$ cat config.mk
export PLATFORM = sky130hd
export DESIGN_NAME = eewp_top
export DESIGN_NICKNAME = d
export VERILOG_FILES = /design/src/design/eewp_pkg.sv /design/src/design/eewp_fifo.sv /design/src/design/eewp_top.sv
export VERILOG_INCLUDE_DIRS = /design/src /design/src/design
export SDC_FILE = /design/constraint.sdc
export NUM_CORES = 1
export LEC_CHECK = 0
export ABC_AREA = 1
export BUFFER_PORTS_ARGS = -buffer_cell sky130_fd_sc_hd__buf_2
export CORE_AREA = 2 2 121 123
export CTS_CLUSTER_DIAMETER = 80
export DETAILED_ROUTE_END_ITERATION = 16
export DIE_AREA = 0 0 123 125
export HOLD_SLACK_MARGIN = 0.05
export PLACE_DENSITY = 0.74
export SLEW_MARGIN = 30
export SYNTH_ARGS = -nofsm -noshare
export SYNTH_HDL_FRONTEND = slang
export SYNTH_SLANG_ARGS = --single-unit
$ cat constraint.sdc
create_clock -name i_clk -period 2.7 [get_ports i_clk]
set_input_delay 0.54 -clock i_clk [delete_from_list [all_inputs] [get_ports i_clk]]
set_output_delay 0.54 -clock i_clk [all_outputs]
set_load 0.02 [all_outputs]
$ cat src/design/eewp_params.svh
`ifndef EEWP_PARAMS_SVH
`define EEWP_PARAMS_SVH

// Select byte layout
`define EEWP_SEL_TYPE_HI   7
`define EEWP_SEL_TYPE_LO   4
`define EEWP_SEL_CS_BIT    3
`define EEWP_SEL_BLK_HI    2
`define EEWP_SEL_BLK_LO    1
`define EEWP_SEL_RW_BIT    0
`define EEWP_RW_READ       1'h1

// Bits per byte on the wire, ack follows the last one
`define EEWP_BYTE_BITS     4'h8

// Array geometry
`define EEWP_TOP_BLOCK     2'h3
`define EEWP_ROW_HI        7
`define EEWP_ROW_LO        3
`define EEWP_PAGE_LO_BITS  4

// Protect boundary pointer at the top location
`define EEWP_PTR_ADDR      10'h3ff
`define EEWP_PTR_RESET     8'hff
`define EEWP_PTR_BND_HI    7
`define EEWP_PTR_BND_LO    4
`define EEWP_PTR_ARM_BIT   2

// Self-timed program cycle
`define EEWP_TW_MS         10
`define EEWP_TW_SPAN_MULT  2
`define EEWP_CLK_KHZ       250000

// Buffering between the bus and the array latches
`define EEWP_FIFO_DEPTH    4

`endif

$ cat src/design/eewp_pkg.sv
package eewp_pkg;

	// Protocol phase of the bus front end
	typedef enum logic [2:0] {
		EEWP_IDLE,
		EEWP_DEVSEL,
		EEWP_ACK_DEV,
		EEWP_ADDR,
		EEWP_ACK_ADDR,
		EEWP_DATA,
		EEWP_ACK_DATA
	} eewp_phase_t;

	// Whole state of the front end
	typedef struct packed {
		logic [2:0]  scl_sync;   // Two-flop synchroniser plus history
		logic [2:0]  sda_sync;
		logic [3:0]  pin_meta;   // First stage of the static pins
		logic [3:0]  pin_sync;   // {pe, wc, mode, cs}
		eewp_phase_t phase;
		logic [3:0]  bit_cnt;
		logic [7:0]  shift;
		logic        rd_dir;
		logic        page_mode;
		logic [1:0]  block;
		logic [7:0]  addr;
		logic [4:0]  first_row;
		logic        span;
		logic        got_data;
		logic        sda_oe;
		logic        push_v;
		logic [17:0] push_word;
		logic        busy;
		logic [23:0] timer;
		logic        prog_start;
		logic [7:0]  ptr;        // Shadow of the boundary byte
		logic        ptr_pend;
		logic [7:0]  ptr_new;
	} eewp_state_t;

endpackage

$ cat src/design/eewp_fifo.sv
`timescale 1ns/1ps
`default_nettype none

module eewp_fifo #(
	parameter int WIDTH = 18,
	parameter int DEPTH = 4
) (
	// Clock and reset
	input  wire logic             i_clk,
	input  wire logic             i_srst,
	// Fill side
	input  wire logic             i_valid,
	input  wire logic [WIDTH-1:0] i_data,
	output logic                  o_ready,
	// Drain side
	output logic                  o_valid,
	output logic [WIDTH-1:0]      o_data,
	input  wire logic             i_ready
);

	localparam int AW = (DEPTH > 1) ? $clog2(DEPTH) : 1;

	logic [WIDTH-1:0] mem [DEPTH];   // Storage words
	logic [AW-1:0]    wr_ptr;        // Next slot to fill
	logic [AW-1:0]    rd_ptr;        // Oldest slot
	logic [AW:0]      count;         // Words held
	logic             push;
	logic             pop;

	// Honest flags straight from the count
	assign o_ready = (count != (AW+1)'(DEPTH));
	assign o_valid = (count != '0);
	assign push    = i_valid & o_ready;
	assign pop     = o_valid & i_ready;

	// Pointers wrap at DEPTH so depths that are not powers of two work
	always_ff @(posedge i_clk) begin
		if (i_srst) begin
			wr_ptr <= '0;
			rd_ptr <= '0;
			count  <= '0;
		end else begin
			if (push) begin
				mem[wr_ptr] <= i_data;
				wr_ptr      <= (wr_ptr == AW'(DEPTH-1)) ? '0 : wr_ptr + 1'b1;
			end
			if (pop) begin
				rd_ptr <= (rd_ptr == AW'(DEPTH-1)) ? '0 : rd_ptr + 1'b1;
			end
			count <= count + (AW+1)'(push) - (AW+1)'(pop);
		end
	end

	// Head word shown from storage through a mux at rd_ptr; no flop of its own, mem is registered
	assign o_data = mem[rd_ptr];

endmodule

`default_nettype wire

$ cat src/design/eewp_top.sv
// How it works
// - Top four select bits must match type code
// - Fifth select bit must equal chip-select pin
// - Sixth and seventh bits pick 256-byte block
// - Last select bit: one reads, zero writes
// - Matching select byte acknowledged on ninth bit
// - Mode pin high multibyte, low page write
// - Write select followed by acknowledged byte address
// - Write inhibit high leaves array unchanged
// - Byte write is one byte then stop
// - Multibyte: one to eight acknowledged bytes (code sets no byte limit; it acks each byte while the latch queue has room)
// - Multibyte program time doubles when row bits differ
// - Page write takes up to sixteen bytes
// - Page mode increments only low four bits
// - Stop starts program cycle; ignore bus meanwhile
// - No acknowledge while busy; acknowledge when done
// - Armed enable pin blocks boundary up to top
// - Boundary byte upper nibble, sixteen-byte steps
// - Protection confined to the top block
// - Enable pin low: top byte is ordinary
// - Start, then eight select bits MSB first
// - Data sampled on clock rising edge
`timescale 1ns/1ps
`default_nettype none

`include "eewp_params.svh"

module eewp_top
	import eewp_pkg::*;
#(
	parameter logic [3:0] TYPE_ID       = 4'h5,  // Arbitrary identifier value
	parameter bit         HW_WRITE_CTRL = 1'b0,  // Write-inhibit variant when set
	parameter int         TW_CYCLES     = `EEWP_TW_MS * `EEWP_CLK_KHZ,
	parameter int         FIFO_DEPTH    = `EEWP_FIFO_DEPTH
) (
	// Clock and reset
	input  wire logic       i_clk,
	input  wire logic       i_srst,
	// Two-wire link
	input  wire logic       i_scl,
	input  wire logic       i_sda,
	output logic            o_sda,
	output logic            o_sda_oe,
	// Static pins
	input  wire logic       i_chip_select_pin,
	input  wire logic       i_mode_pin,
	input  wire logic       i_write_inhibit_pin,
	input  wire logic       i_protect_enable_pin,
	// Latch port toward the array
	output logic            o_wr_valid,
	output logic [9:0]      o_wr_addr,
	output logic [7:0]      o_wr_data,
	input  wire logic       i_wr_ready,
	// Program cycle status
	output logic            o_prog_start,
	output logic            o_busy,
	output logic [7:0]      o_protect_boundary_pointer
);

	localparam logic [23:0] TW_CNT      = 24'(TW_CYCLES - 1);
	localparam logic [23:0] TW_SPAN_CNT = 24'(TW_CYCLES * `EEWP_TW_SPAN_MULT - 1);

	eewp_state_t st;         // Registered state
	eewp_state_t next_st;    // Next state
	logic        fifo_ready; // Room for one more latched byte
	logic [17:0] fifo_word;  // {array address, data}

	// Protection test for one array address
	function automatic logic is_protected(
		input logic [9:0] a,
		input logic [7:0] ptr,
		input logic       pe
	);
		logic [9:0] bnd;
		bnd = {`EEWP_TOP_BLOCK, ptr[`EEWP_PTR_BND_HI:`EEWP_PTR_BND_LO], 4'h0};
		is_protected = pe & ~ptr[`EEWP_PTR_ARM_BIT] & (a >= bnd);
	endfunction

	// Next byte address within the block
	function automatic logic [7:0] next_addr(
		input logic [7:0] a,
		input logic       page
	);
		logic [3:0] low;
		low = a[`EEWP_PAGE_LO_BITS-1:0] + 4'h1;
		if (page) begin
			next_addr = {a[7:`EEWP_PAGE_LO_BITS], low};
		end else begin
			next_addr = a + 8'h01;
		end
	endfunction

	// Protocol engine, all state in one struct
	always_comb begin
		logic       s_scl;
		logic       d_scl;
		logic       s_sda;
		logic       d_sda;
		logic       rise;
		logic       fall;
		logic       start_c;
		logic       stop_c;
		logic [9:0] full_addr;
		logic       blocked;
		logic       sel_ok;
		s_scl     = st.scl_sync[1];
		d_scl     = st.scl_sync[2];
		s_sda     = st.sda_sync[1];
		d_sda     = st.sda_sync[2];
		rise      = s_scl & ~d_scl;
		fall      = ~s_scl & d_scl;
		start_c   = s_scl & d_scl & d_sda & ~s_sda;
		stop_c    = s_scl & d_scl & ~d_sda & s_sda;
		full_addr = {st.block, st.addr};
		blocked   = is_protected(full_addr, st.ptr, st.pin_sync[3])
			| (HW_WRITE_CTRL & st.pin_sync[2]);
		sel_ok    = (st.shift[`EEWP_SEL_TYPE_HI:`EEWP_SEL_TYPE_LO] == TYPE_ID)
			& (st.shift[`EEWP_SEL_CS_BIT] == st.pin_sync[0])
			& ~st.busy;

		next_st            = st;
		next_st.push_v     = 1'b0;
		next_st.prog_start = 1'b0;

		// Synchronisers: logic reads the second stage and the history flop behind it
		next_st.scl_sync = {st.scl_sync[1:0], i_scl};
		next_st.sda_sync = {st.sda_sync[1:0], i_sda};
		next_st.pin_meta = {i_protect_enable_pin, i_write_inhibit_pin, i_mode_pin,
			i_chip_select_pin};
		next_st.pin_sync = st.pin_meta;

		// Program cycle timer
		if (st.busy) begin
			if (st.timer == '0) begin
				next_st.busy = 1'b0;
			end else begin
				next_st.timer = st.timer - 24'h1;
			end
		end

		if (st.busy) begin
			// Bus is ignored entirely until programming ends
			next_st.phase  = EEWP_IDLE;
			next_st.sda_oe = 1'b0;
		end else if (stop_c) begin
			// Stop after at least one data byte starts programming
			if (st.got_data && !st.rd_dir) begin
				next_st.busy       = 1'b1;
				next_st.prog_start = 1'b1;
				next_st.timer      = (st.span && !st.page_mode) ? TW_SPAN_CNT : TW_CNT;
				if (st.ptr_pend) begin
					next_st.ptr = st.ptr_new;
				end
			end
			next_st.ptr_pend = 1'b0;
			next_st.got_data = 1'b0;
			next_st.phase    = EEWP_IDLE;
			next_st.sda_oe   = 1'b0;
		end else if (start_c) begin
			// Start or repeated start opens a new select byte
			next_st.phase    = EEWP_DEVSEL;
			next_st.bit_cnt  = '0;
			next_st.sda_oe   = 1'b0;
			next_st.got_data = 1'b0;
			next_st.ptr_pend = 1'b0;
		end else begin
			case (st.phase)
				EEWP_DEVSEL, EEWP_ADDR, EEWP_DATA: begin
					if (rise) begin
						// Sample on the rising clock, MSB first
						next_st.shift   = {st.shift[6:0], s_sda};
						next_st.bit_cnt = st.bit_cnt + 4'h1;
					end else if (fall && st.bit_cnt == `EEWP_BYTE_BITS) begin
						if (st.phase == EEWP_DEVSEL) begin
							if (sel_ok) begin
								next_st.block = st.shift[`EEWP_SEL_BLK_HI:`EEWP_SEL_BLK_LO];
								next_st.rd_dir = (st.shift[`EEWP_SEL_RW_BIT] == `EEWP_RW_READ);
								// Write-control variant has no mode pin, it pages
								next_st.page_mode = HW_WRITE_CTRL | ~st.pin_sync[1];
								next_st.sda_oe = 1'b1;
								next_st.phase  = EEWP_ACK_DEV;
							end else begin
								// Silent: no ack, wait for next start
								next_st.phase = EEWP_IDLE;
							end
						end else if (st.phase == EEWP_ADDR) begin
							next_st.addr      = st.shift;
							next_st.first_row = st.shift[`EEWP_ROW_HI:`EEWP_ROW_LO];
							next_st.span      = 1'b0;
							next_st.sda_oe    = 1'b1;
							next_st.phase     = EEWP_ACK_ADDR;
						end else if (fifo_ready) begin
							// Data byte: ack always, latch only if writable
							next_st.got_data = 1'b1;
							next_st.span = st.span
								| (st.addr[`EEWP_ROW_HI:`EEWP_ROW_LO] != st.first_row);
							if (!blocked) begin
								next_st.push_v    = 1'b1;
								next_st.push_word = {full_addr, st.shift};
								if (full_addr == `EEWP_PTR_ADDR) begin
									next_st.ptr_pend = 1'b1;
									next_st.ptr_new  = st.shift;
								end
							end
							next_st.sda_oe = 1'b1;
							next_st.phase  = EEWP_ACK_DATA;
						end else begin
							// Latch path full: refuse the byte with no ack
							next_st.phase = EEWP_IDLE;
						end
					end
				end
				EEWP_ACK_DEV: begin
					if (fall) begin
						// Read modes are not served here: back to idle
						next_st.sda_oe  = 1'b0;
						next_st.bit_cnt = '0;
						next_st.phase   = st.rd_dir ? EEWP_IDLE : EEWP_ADDR;
					end
				end
				EEWP_ACK_ADDR: begin
					if (fall) begin
						next_st.sda_oe  = 1'b0;
						next_st.bit_cnt = '0;
						next_st.phase   = EEWP_DATA;
					end
				end
				EEWP_ACK_DATA: begin
					if (fall) begin
						next_st.sda_oe  = 1'b0;
						next_st.bit_cnt = '0;
						next_st.addr    = next_addr(st.addr, st.page_mode);
						next_st.phase   = EEWP_DATA;
					end
				end
				default: begin
					next_st.sda_oe = 1'b0;
				end
			endcase
		end
	end

	// State register with synchronous reset
	always_ff @(posedge i_clk) begin
		if (i_srst) begin
			st       <= '0;
			st.phase <= EEWP_IDLE;
			st.ptr   <= `EEWP_PTR_RESET;
			st.scl_sync <= 3'h7;
			st.sda_sync <= 3'h7;
		end else begin
			st <= next_st;
		end
	end

	// Latched bytes queue toward the array; a full queue refuses bytes
	eewp_fifo #(
		.WIDTH (18),
		.DEPTH (FIFO_DEPTH)
	) u_fifo (
		.i_clk   (i_clk),
		.i_srst  (i_srst),
		.i_valid (st.push_v),
		.i_data  (st.push_word),
		.o_ready (fifo_ready),
		.o_valid (o_wr_valid),
		.o_data  (fifo_word),
		.i_ready (i_wr_ready)
	);

	// Output mapping
	assign o_wr_addr                  = fifo_word[17:8];
	assign o_wr_data                  = fifo_word[7:0];
	assign o_sda                      = 1'b0;
	assign o_sda_oe                   = st.sda_oe;
	assign o_prog_start               = st.prog_start;
	assign o_busy                     = st.busy;
	assign o_protect_boundary_pointer = st.ptr;

endmodule

`default_nettype wire

==> flow_metrics.env <==
export IMPL_yosys_warnings=0
export IMPL_ys_flop_type="dfxtp_1"
export IMPL_yosys_top_cells_count="192 x nand2_1, 138 x nor2_1, 121 x inv_1, 118 x dfxtp_1, 92 x o21ai_0"
export IMPL_grt_overflow=0
export IMPL_post_drt_wl_per_cell_um=14.2
export IMPL_cp_start_kind="flop"
export IMPL_numCtsBuffers=17
export IMPL_cts_root_buf="clkbuf_16"
export IMPL_dp_cells=1216
export IMPL_antenna_found_initial=0
export IMPL_drt_wl_total_mm=17.7
export IMPL_syn_area_um2=8450
export IMPL_fin_tns_setup_ps=0
export IMPL_nFillCells=1189
export IMPL_syn_nets=1044
export IMPL_critPathCaptureType="output pin"
export IMPL_ioPinCount=40
export IMPL_dr_total_vias=6758
export IMPL_crit_fanout=36
export IMPL_period_needed_ps=2370
export IMPL_hold_slack_ps=291
export IMPL_regArea_um2=4520
export IMPL_hold_violations=0
export IMPL_met1_length_mm=7.90
export IMPL_viasPerCell=5.42
export IMPL_n_antenna_cell=0
export IMPL_rsz0062_at_grt="no"
export IMPL_synth_top_area_share_pct=28.0
export IMPL_final_cells=1248
export IMPL_die_w_um=123
export IMPL_synth_edf_count=72
export IMPL_crit_arrival_ps=1830
export IMPL_ys_seq_area_share_pct=53.5
export IMPL_dpl_hpwl_mm=11.9
export IMPL_finalCritPeriodShare_pct=87.7
export IMPL_firstDrtPassIters=5
export IMPL_num_rows=44
export IMPL_area_growth_pct=11.0
export IMPL_grt_first_pass_wirelength_mm=29.5
export IMPL_grt_use_total_pct=24.4
export IMPL_r2r_start="u_fifo.count[2]$_SDFF_PP0_"
export IMPL_hold_start="i_scl"
export IMPL_outcome="complete, no violations"
export IMPL_p_leak_nw=4.05
export IMPL_netlist_instances=1018
export IMPL_vdd_drop_max_mv=0.410
export IMPL_powerDensity_nw_per_um2=769
export IMPL_top_layer_used="met4"
export IMPL_post_place_ws_ps=354
export IMPL_chipHeight_um=125
export IMPL_synth_seq_cells=190
export IMPL_coreArea_um2=14200
export IMPL_worstSkewPairLatency_ps=430
export IMPL_worst_pin_slew_ps=767
export IMPL_rrSetupSlack_ps=500
export IMPL_max_freq_mhz=422
export IMPL_yosysUniqueCellTypes=45
export IMPL_path_class="flop to output pin"
export IMPL_cts_max_path_buffers=2
export IMPL_cts_sinks=190
export IMPL_floorplan_initialDensity_pct=59.5
export IMPL_hold_path_class="input pin to flop"
export IMPL_fin_nets=1077
export IMPL_drive_above_1_share_pct=9.96
export IMPL_multi_input_area_um2=3250
export IMPL_cts_tree="done"
export IMPL_grt_pass1_vias=6147
export IMPL_slew_headroom_pct=48.4
export IMPL_avgSynthCellArea_um2=8.30
export IMPL_async_flop_share_pct=0
export IMPL_ant_nets=0
export IMPL_total_power_mw=7.22
export IMPL_endpoint="o_wr_data[7]"
export IMPL_drcViolationCount=0
export IMPL_setup_viol=0
export IMPL_drt_initial_drc_count=558
export IMPL_wl_met3_um=859
export IMPL_wl_met2_mm=8.64
export IMPL_gp_congestion=0.952
export IMPL_path_clk_slew_ps=60
export IMPL_rr_endpoint="u_fifo.count[1]$_SDFF_PP0_"
export IMPL_maxSlewViolCount=0
export IMPL_dieArea_um2=15400
export IMPL_grt_max_degree=53
export IMPL_drv_cap=0
export IMPL_cp_required_ps=2160
export IMPL_synth_top_area_cell="dfxtp_1"
export IMPL_h_tree_depth=4
export IMPL_skew_ps=8.02
export IMPL_io_buffers=37
export IMPL_rr_worst_depth=9
export IMPL_ys_top_cells_by_area="dfxtp_1 28%, edfxtp_1 26%, nand2_1 8.5%, nor2_1 6.1%, o21ai_0 5.4%"
export IMPL_finalWorstSetupSlack_ps=331
export IMPL_yosysMostFrequentCell="nand2_1"
layer usage:
| layer | vias to the layer above | global-route usage, % |
|---|---|---|
| li1 | 3417 | - |
| met4 | 0 | 8.36 |
| met2 | 196 | 41.0 |
| met1 | 3117 | 31.6 |
| met3 | 28 | 4.47 |
| met5 | - | 0 |
sequential cells by signal, summed over array words and instances (netlist names), named ones only:
name and cells:
st 91, u_fifo.mem 72, o_protect_boundary_pointer 8, next_st 7, u_fifo.count 3, u_fifo.rd_ptr 2, u_fifo.wr_ptr 2, o_busy 1
o_prog_start 1, o_sda_oe 1
kinds of logic (layout without fill, tap and decap cells):
kind of cell	count (synthesis)	in the layout	share of synthesized area (%)
and+or+nand+nor	432	432	21.9
DFF	190	190	53.5
AOI/OAI and AO/OA	203	203	12.9
buffers and inverters	165	211	8.05
adders and majority gates	17	17	2.61
xor gates and xnor gates	10	10	1.04
other	1	1	0.0444
where the power goes:
| group | switching, mW | total (mW) | internal (mW) |
|---|---|---|---|
| clock network | 1.05 | 2.54 | 1.49 |
| logic | 1.06 | 1.55 | 0.484 |
| registers | 0.0868 | 3.14 | 3.05 |
| total | 2.20 | 7.22 | 5.02 |
worst min path at each step:
stage | slack, ps | cells after the start | to
after CTS | 270 | 2 | next_st[109]$_SDFF_PP1_
after detailed placement | 390 | 1 | next_st[107]$_SDFF_PP1_
after floorplan | 380 | 1 | st[80]$_SDFFE_PP0P_
after global placement | 390 | 1 | st[80]$_SDFFE_PP0P_
after global routing | 280 | 2 | next_st[109]$_SDFF_PP1_
final | 290 | 2 | next_st[109]$_SDFF_PP1_
final cells by class:
cell class | count | share of cell area (%)
timing repair buffer | 51 | 3.23
multi-input combinational | 663 | 34.6
inverter | 128 | 5.16
tap | 184 | 2.45
clock buffer | 23 | 4.88
sequential | 190 | 48.2
clock inverter | 9 | 1.45
worst max-delay path, stage by stage, from the launching register on:
cell and delay [ps]:
dfxtp_1 340, clkinv_2 350, o21ai_0 380, o22ai_1 140
buf_2 180
what timing repair did:
| action | in CTS | in global routing |
|---|---|---|
| resized for setup | 1 | 0 |
| endpoints found under the setup margin | 18 | 0 |
| hold buffers | 0 | 0 |
| setup buffers | 0 | 0 |
through the flow:
step | util [%] | area, um^2
3_3_place_gp | 61.9 | 8790
6_report | 66.1 | 9380
4_1_cts | 66.1 | 9380
2_1_floorplan | - | 8450
5_1_grt | 66.1 | 9380
3_5_place_dp | 61.9 | 8790
cell usage in the layout (no fill, tap or decap), types with 7 or more instances in the layout:
master,n
a21oi_1,70
buf_2,37
buf_4,13
clkbuf_16,17
dfxtp_1,118
edfxtp_1,72
ha_1,16
inv_1,121
nand2_1,192
nand3_1,50
nand4_1,11
nor2_1,138
nor3_1,13
o211ai_1,8
o21ai_0,92
o22ai_1,22
or2_2,7
xor2_1,7
Power figures use the tool's default switching activity.
